### config.mk
export PLATFORM = sky130hd
export DESIGN_NAME = stepper_mode_switch_and_fault_latch
export DESIGN_NICKNAME = d
export VERILOG_FILES = /design/src/pkg/stepper_guard_pkg.sv /design/src/rtl/stepper_mode_switch_and_fault_latch.sv
export SDC_FILE = /design/constraint.sdc
export NUM_CORES = 1
export LEC_CHECK = 0
export ABC_AREA = 1
export BUFFER_PORTS_ARGS = -buffer_cell sky130_fd_sc_hd__buf_2
export CORE_MARGIN = 4
export CORE_UTILIZATION = 32
export CTS_CLUSTER_SIZE = 40
export DETAILED_ROUTE_END_ITERATION = 8
export SETUP_SLACK_MARGIN = 0.2
export SLEW_MARGIN = 20
export SYNTH_ARGS = -nofsm -noshare
export SYNTH_HDL_FRONTEND = slang
export SYNTH_SLANG_ARGS = --single-unit
### constraint.sdc
create_clock -name clock -period 8.9 [get_ports clock]
set_clock_uncertainty 0.15 [all_clocks]
set_input_delay 1.335 -clock clock [delete_from_list [all_inputs] [get_ports clock]]
set_output_delay 1.335 -clock clock [all_outputs]
set_load 0.02 [all_outputs]
### src/pkg/stepper_guard_pkg.sv
// constants and carrier types for the step-position and protection logic
// assumes a 25 MHz logic clock and a 512-entry electrical angle circle
package stepper_guard_pkg;

   // -------------------------------------------------------------
   // timing
   // -------------------------------------------------------------
   localparam int CLK_HZ = 25000000;
   localparam int SHORT_DETECT_NS = 2000;
   localparam int LATCH_PERIOD_US = 256;
   localparam int SHORT_DETECT_CYC = (SHORT_DETECT_NS * (CLK_HZ / 1000000) + 999) / 1000;
   localparam int LATCH_PERIOD_CYC = LATCH_PERIOD_US * (CLK_HZ / 1000000);
   localparam int TIMER_W = 13;

   // -------------------------------------------------------------
   // position
   // -------------------------------------------------------------
   // one quadrant is 128 fine steps; full-step sits on the diagonal at 64
   localparam int POS_W = 9;
   localparam logic [8:0] QUAD_SPAN = 9'h080;
   localparam logic [8:0] DIAG_OFFSET = 9'h040;
   localparam logic [8:0] POS_RESET = 9'h000;
   localparam logic [2:0] RES_RESET = 3'h0;

   // resolution code: 0 full, 1 half, 2 quarter, 3 1/8, 4 1/16, 5 1/32, 6 1/64, 7 1/128
   typedef enum logic [2:0] {
      RES_FULL, RES_HALF, RES_QUARTER, RES_EIGHTH,
      RES_16TH, RES_32ND, RES_64TH, RES_128TH
   } resolution_t;

   typedef enum {
      PROT_RUN, PROT_DETECT, PROT_WAIT, PROT_RETRY, PROT_LATCHED
   } prot_state_t;

   typedef struct packed {
      logic stepEdge;
      logic forward;
      logic [2:0] resolution;
   } step_cmd_t;

   typedef struct packed {
      logic outputsOn;
      logic [8:0] position;
   } bridge_t;

endpackage

### src/rtl/stepper_mode_switch_and_fault_latch.sv
// step position remapping on resolution change and output protection sequencer
// inputs from pins are synchronised here; bridge outputs feed the chopper stage
`timescale 1ns/10ps
`default_nettype none

module stepper_mode_switch_and_fault_latch
   import stepper_guard_pkg::*;
(
   input wire logic clock,
   input wire logic rst,
   input wire logic stepClk,
   input wire logic forward,
   input wire logic resolution_sel0,
   input wire logic resolution_sel1,
   input wire logic resolution_sel2,
   input wire logic chip_active,
   input wire logic shortDetect,
   input wire logic thermal_trip,
   output logic [8:0] position,
   output logic outputsOn,
   output logic standbyLatched,
   output logic fault_warning_n_o,
   output logic fault_warning_n_oe
);

   // -------------------------------------------------------------
   // input synchronisers
   // -------------------------------------------------------------
   logic [6:0] meta_q;
   logic [6:0] sync_q;
   logic stepPrev_q;
   wire logic [6:0] rawIn = {stepClk, forward, resolution_sel2, resolution_sel1,
                             resolution_sel0, chip_active, shortDetect};

   always_ff @(posedge clock) begin
      meta_q <= rawIn;
      sync_q <= meta_q;
      stepPrev_q <= sync_q[6];
   end

   wire logic [2:0] resIn = sync_q[4:2];
   wire logic activeS = sync_q[1];
   wire logic shortS = sync_q[0];

   // -------------------------------------------------------------
   // thermal indication
   // -------------------------------------------------------------
   // a slow level, yet still two flops: a half-settled trip must not
   // split the bridge enable and the warning onto different cycles
   logic thermMeta_q;
   logic thermal_q;
   always_ff @(posedge clock) begin
      thermMeta_q <= thermal_trip;
      thermal_q <= thermMeta_q;
   end

   // -------------------------------------------------------------
   // step command
   // -------------------------------------------------------------
   step_cmd_t cmd;
   assign cmd = '{
      stepEdge: sync_q[6] & ~stepPrev_q,
      forward: sync_q[5],
      resolution: resIn
   };

   // -------------------------------------------------------------
   // position engine
   // -------------------------------------------------------------
   logic [8:0] pos_q;
   logic [8:0] pos_d;
   logic [2:0] res_q;

   // step size of a resolution in fine units: full 128, half 64 ... 1/128 is 1
   wire logic [8:0] newStep = (cmd.resolution == 3'h0) ? QUAD_SPAN :
                              (QUAD_SPAN >> cmd.resolution);
   wire logic [8:0] quadBase = {pos_q[8:7], 7'h00};
   wire logic toFull = (cmd.resolution == 3'h0) && (res_q != 3'h0);
   wire logic fromFull = (res_q == 3'h0) && (cmd.resolution != 3'h0);
   wire logic stayFull = (cmd.resolution == 3'h0) && (res_q == 3'h0);
   // microstep to full: diagonal of the quadrant holding the position; a position on a
   // boundary opens the next quadrant, so forward from a quadrant end lands on the
   // following (negative) diagonal
   wire logic [8:0] fullTarget = quadBase + DIAG_OFFSET;
   // full-step running moves diagonal to diagonal, one whole quadrant per step
   wire logic [8:0] fullNext = cmd.forward ? (pos_q + QUAD_SPAN) : (pos_q - QUAD_SPAN);
   // next grid point of the new resolution in the running direction
   wire logic [8:0] gridMask = ~(newStep - 9'h001);
   wire logic [8:0] alignDown = pos_q & gridMask;
   wire logic aligned = (alignDown == pos_q);
   wire logic [8:0] nextFwd = alignDown + newStep;
   wire logic [8:0] nextRev = aligned ? (pos_q - newStep) : alignDown;
   wire logic [8:0] microTarget = cmd.forward ? nextFwd : nextRev;

   always_comb begin
      pos_d = pos_q;
      if (cmd.stepEdge) begin
         if (toFull) begin
            pos_d = fullTarget;
         end else if (fromFull) begin
            pos_d = microTarget;
         end else if (stayFull) begin
            pos_d = fullNext;
         end else begin
            pos_d = microTarget;
         end
      end
   end

   always_ff @(posedge clock) begin
      if (rst) begin
         pos_q <= POS_RESET;
         res_q <= RES_RESET;
      end else begin
         pos_q <= pos_d;
         if (cmd.stepEdge) begin
            res_q <= cmd.resolution;
         end
      end
   end

   // -------------------------------------------------------------
   // short protection sequencer
   // -------------------------------------------------------------
   prot_state_t state_q;
   prot_state_t state_d;
   logic [TIMER_W-1:0] timer_q;
   logic [TIMER_W-1:0] timer_d;

   localparam logic [TIMER_W-1:0] DETECT_LAST = TIMER_W'(SHORT_DETECT_CYC - 1);
   localparam logic [TIMER_W-1:0] LATCH_LAST = TIMER_W'(LATCH_PERIOD_CYC - 1);

   always_comb begin
      state_d = state_q;
      timer_d = timer_q + 1'b1;
      case (state_q)
         PROT_RUN: begin
            timer_d = '0;
            if (shortS) begin
               state_d = PROT_DETECT;
            end
         end
         PROT_DETECT: begin
            if (!shortS) begin
               state_d = PROT_RUN;
               timer_d = '0;
            end else if (timer_q == DETECT_LAST) begin
               state_d = PROT_WAIT;
               timer_d = '0;
            end
         end
         PROT_WAIT: begin
            if (timer_q == LATCH_LAST) begin
               state_d = PROT_RETRY;
               timer_d = '0;
            end
         end
         PROT_RETRY: begin
            if (!shortS) begin
               state_d = PROT_RUN;
               timer_d = '0;
            end else if (timer_q == DETECT_LAST) begin
               state_d = PROT_LATCHED;
               timer_d = '0;
            end
         end
         PROT_LATCHED: begin
            timer_d = '0;
         end
         default: begin
            state_d = PROT_RUN;
            timer_d = '0;
         end
      endcase
      // chip_active low overrides every state, so no latch outlives a sleep request
      if (!activeS) begin
         state_d = PROT_RUN;
         timer_d = '0;
      end
   end

   always_ff @(posedge clock) begin
      if (rst) begin
         state_q <= PROT_RUN;
         timer_q <= '0;
      end else begin
         state_q <= state_d;
         timer_q <= timer_d;
      end
   end

   // -------------------------------------------------------------
   // outputs
   // -------------------------------------------------------------
   wire logic shortOff = (state_q == PROT_WAIT) || (state_q == PROT_LATCHED);
   wire logic shortFault = shortOff || (state_q == PROT_RETRY);
   // the warning stays on through the retry so a host never sees it blink mid-sequence
   wire logic bridgeOn = activeS && !shortOff && !thermal_q;
   wire logic warnNext = shortFault || thermal_q;
   bridge_t bridge_q;
   logic warn_q;

   // position is taken from pos_d so the bridge sees the new angle with the engine
   always_ff @(posedge clock) begin
      if (rst) begin
         bridge_q.position <= POS_RESET;
         bridge_q.outputsOn <= 1'b0;
         warn_q <= 1'b0;
      end else begin
         bridge_q.position <= pos_d;
         bridge_q.outputsOn <= bridgeOn;
         warn_q <= warnNext;
      end
   end

   assign position = bridge_q.position;
   assign outputsOn = bridge_q.outputsOn;
   assign standbyLatched = (state_q == PROT_LATCHED);
   // open drain: only ever pull low
   assign fault_warning_n_o = 1'b0;
   assign fault_warning_n_oe = warn_q;

endmodule

`default_nettype wire

==> results.sh <==
export IMPL_hold_violations=0
export IMPL_endpoint_kind="register"
export IMPL_htree_levels=2
export IMPL_grt_max_degree=17
export IMPL_grt_pass1_vias=2575
export IMPL_root_buffer="clkbuf_8"
export IMPL_ys_ff_latch=47
export IMPL_final_area_sq_um=3200
export IMPL_criticalPathCategory="reg -> reg"
export IMPL_placed_cell_area_sq_um=3090
export IMPL_hp_class="reg -> reg"
export IMPL_antenna_left=0
export IMPL_synth_cell_types=40
export IMPL_place_gp_congestion=0.929
export IMPL_via_count=2747
export IMPL_initialDrtViolationCount=157
export IMPL_crit_required_ns=8.99
export IMPL_cpPeakStageDelay_ns=0.53
export IMPL_io_pins=23
export IMPL_busiest_layer="met2"
export IMPL_start_util_pct=33.1
export IMPL_p_per_area_nw_per_um2=154
export IMPL_die_w_um=103
export IMPL_outcome="complete, no violations"
export IMPL_crit_path_top_delay_cell="dfxtp_1"
export IMPL_synth_simple_gate_area_share_pct=31.7
export IMPL_relSlewSlack_pct=55.8
export IMPL_synth_area_sq_um=2920
export IMPL_wl_um=7120
export IMPL_die_h_um=103
export IMPL_grtUsageTotal_pct=14.0
export IMPL_cp_data_arrival_time_ns=3.34
export IMPL_regToRegSetupSlack_ns=5.66
export IMPL_synth_top_family_by_area="simple AND/OR/NAND/NOR gates"
export IMPL_synthCells=428
export IMPL_crit_path_start_kind="register"
export IMPL_synth_warnings=0
export IMPL_ys_seq_area_share_pct=32.2
export IMPL_rows=34
export IMPL_ir_drop_mv=0.0787
export IMPL_cts_buffer_depth=2
export IMPL_grt_util_met2_pct=24.7
export IMPL_clock_latency_ns=0.30
export IMPL_p_leak_nw=1.51
export IMPL_n_fill_cell=943
export IMPL_cpMostUsedCell="nand2_1"
export IMPL_grt_setup_unrepaired="false"
export IMPL_p_seq_share_pct=46.3
export IMPL_syn_num_nets=460
export IMPL_p_comb_share_pct=21.1
export IMPL_drv_slew=0
export IMPL_fmax_ghz=0.308
export IMPL_vias_per_cell=4.95
export IMPL_cp_num_buf_inv=2
export IMPL_finalCritPeriodShare_pct=36.4
export IMPL_gr_total_overflow=0
export IMPL_reg2reg_from="sync_q[4]"
export IMPL_internal_power_uw=341
export IMPL_p_switching_uw=153
export IMPL_numClockSinks=47
export IMPL_cp_startpoint="sync_q[4]"
export IMPL_nets=478
export IMPL_design_die_area_sq_um=10700
export IMPL_syn_avg_cell_area_sq_um=6.82
export IMPL_pwr_share_clk_pct=32.6
export IMPL_cap_violations=0
export IMPL_crit_chain="inv_4 -> nor2_1 -> inv_1 -> ha_1 -> nand2_1 -> nand2_1 -> nand2_1 -> nand2_1 -> nor2_1 -> ha_1 -> a21oi_1 -> o22ai_1 -> nor2_1 -> nand2_1 -> nand2_1 -> nand3_1 -> nand2_1 -> nand2_1 -> a21oi_2"
export IMPL_antenna_cells=0
export IMPL_synthFlopType="dfxtp_1"
export IMPL_wl_per_cell_um=12.8
export IMPL_async_reset_ff_share_pct=0
export IMPL_hpwl_um=5560
export IMPL_cts_tree="done"
export IMPL_min_period_ns=3.24
export IMPL_grt_pass1_wl_um=11800
export IMPL_finalSetupTns_ns=0
export IMPL_synthXorXnorAreaFrac_pct=3.30
export IMPL_drtPass1Iterations=4
export IMPL_finalSetupViolations=0
export IMPL_cts_resized=0
export IMPL_sw_frac_of_total_pct=30.9
export IMPL_drive_gt1_share_pct=9.62
export IMPL_grtUsageMet1_pct=17.5
export IMPL_reg2reg_depth=19
export IMPL_cts_setup_buffers=0
export IMPL_antenna_found_initial=0
export IMPL_synthAdderAreaFrac_pct=9.69
export IMPL_core_sq_um=8810
export IMPL_cp_num_cells=19
export IMPL_drc=0
export IMPL_r2r_end="position[7]"
export IMPL_synth_mux_area_share_pct=0
export IMPL_cp_max_fo=11
export IMPL_synth_edf_count=0
export IMPL_path_clk_slew_ns=0.10
export IMPL_numPortBuffers=21
export IMPL_final_util_pct=36.4
export IMPL_met3_usage_pct=2.28
export IMPL_area_growth_syn_to_layout_pct=9.82
export IMPL_ctsHoldBuffers=0
export IMPL_critical_path_top_delay_family="simple AND/OR/NAND/NOR gates"
export IMPL_numCtsBuffers=5
export IMPL_worst_pin_slew_ns=0.660
export IMPL_setup_worst_path_end="position[7]"
export IMPL_synth_compound_area_share_pct=12.9
==> power by group through the flow <==
stage	clock, mW	combinational, mW	sequential [mW]
after floorplan	0	0.0804	0.233
after global placement	0	0.102	0.233
after detailed placement	0	0.103	0.233
after CTS	0.168	0.104	0.228
after global routing	0.176	0.118	0.230
final	0.161	0.104	0.228
==> flip-flops by register name (all words and copies together), names as in the netlist <==
name                flops
state_q                 3
fault_warning_n_oe      1
meta_q                  7
position                9
timer_q                13
sync_q                  7
outputsOn               1
thermal_q               1
res_q                   3
stepPrev_q              1
thermMeta_q             1
==> synthesized netlist by cell type, types with 2 or more instances <==
cell	count	area, sq um
inv_2	2	7.51
nor4_1	2	12.5
nand3_1	39	195
clkbuf_1	3	11.3
nor2_1	45	169
a21oi_2	2	17.5
nand4_1	8	50.1
xor2_1	5	43.8
buf_4	2	15.0
nand2_1	98	368
nand3_2	2	20.0
a21oi_1	30	150
or2_2	2	12.5
buf_6	3	33.8
nor3_1	12	60.1
a21o_1	3	22.5
a211oi_1	2	15.0
o211ai_1	3	22.5
o21ai_1	2	10.0
dfxtp_1	47	941
xnor2_1	6	52.6
ha_1	21	263
o21ai_0	17	85.1
inv_1	56	210
==> worst min path at each step <==
stage                 to  slack [ns]  cells past startpoint      start
2_1_floorplan  sync_q[0]        0.16                      0  meta_q[0]
3_3_place_gp   sync_q[0]        0.16                      0  meta_q[0]
3_5_place_dp   sync_q[1]        0.16                      0  meta_q[1]
4_1_cts        sync_q[3]        0.19                      0  meta_q[3]
5_1_grt        sync_q[3]        0.19                      0  meta_q[3]
6_report       sync_q[1]        0.18                      0  meta_q[1]
==> layout make-up <==
type / count / area (sq um) / area share, %
Clock buffer: 5 / 68.8 / 2.15
Clock inverter: 3 / 46.3 / 1.44
Inverter: 59 / 224 / 6.99
Multi-Input combinational cell: 312 / 1680 / 52.6
Sequential cell: 47 / 941 / 29.4
Tap cell: 108 / 135 / 4.22
Timing Repair Buffer: 21 / 105 / 3.28
==> through the flow <==
| stage | hold slack [ns] | setup WS [ns] | power, mW | instances |
|---|---|---|---|---|
| 2_1_floorplan | 0.160 | 6.00 | 0.313 | 428 |
| 3_3_place_gp | 0.161 | 5.79 | 0.336 | 547 |
| 3_5_place_dp | 0.164 | 5.72 | 0.336 | 547 |
| 4_1_cts | 0.189 | 5.69 | 0.501 | 555 |
| 5_1_grt | 0.190 | 5.29 | 0.523 | 555 |
| 6_report | 0.185 | 5.66 | 0.493 | 555 |
==> logic make-up after synthesis <==
group | count (synthesis)
AO/OA/AOI/OAI | 66
XOR/XNOR | 11
adder cells (fa/ha/maj) | 22
buffers and inverters | 69
flip-flops | 47
other | 1
AND/OR/NAND/NOR | 212
==> worst reg2reg max path: cells and delay by family (launching register included) <==
family / cells / cell delay, ns
adders and majority gates: 2 / 0.60
AOI/OAI and AO/OA: 3 / 0.45
and+or+nand+nor: 12 / 1.21
DFF: 1 / 0.53
buffers and inverters: 2 / 0.25
==> placed cells by master (no fill, tap or decap), types with 3 or more instances in the layout <==
master / instances
a21oi_1: 30
nand2_1: 98
nand4_1: 8
dfxtp_1: 47
clkbuf_8: 5
nor2_1: 45
buf_2: 21
a21o_1: 3
nor3_1: 12
xor2_1: 5
nand3_1: 39
o211ai_1: 3
xnor2_1: 6
o21ai_0: 17
ha_1: 21
inv_1: 56
==> layer usage <==
layer / up-vias / routed length [um] / share of wire (%)
met4: 0 / 74 / 1.0
met5: - / 0 / 0
met3: 6 / 264 / 3.7
met1: 1254 / 3210 / 45
met2: 51 / 3570 / 50
li1: 1436 / - / -
Power figures use the tool's default switching activity.
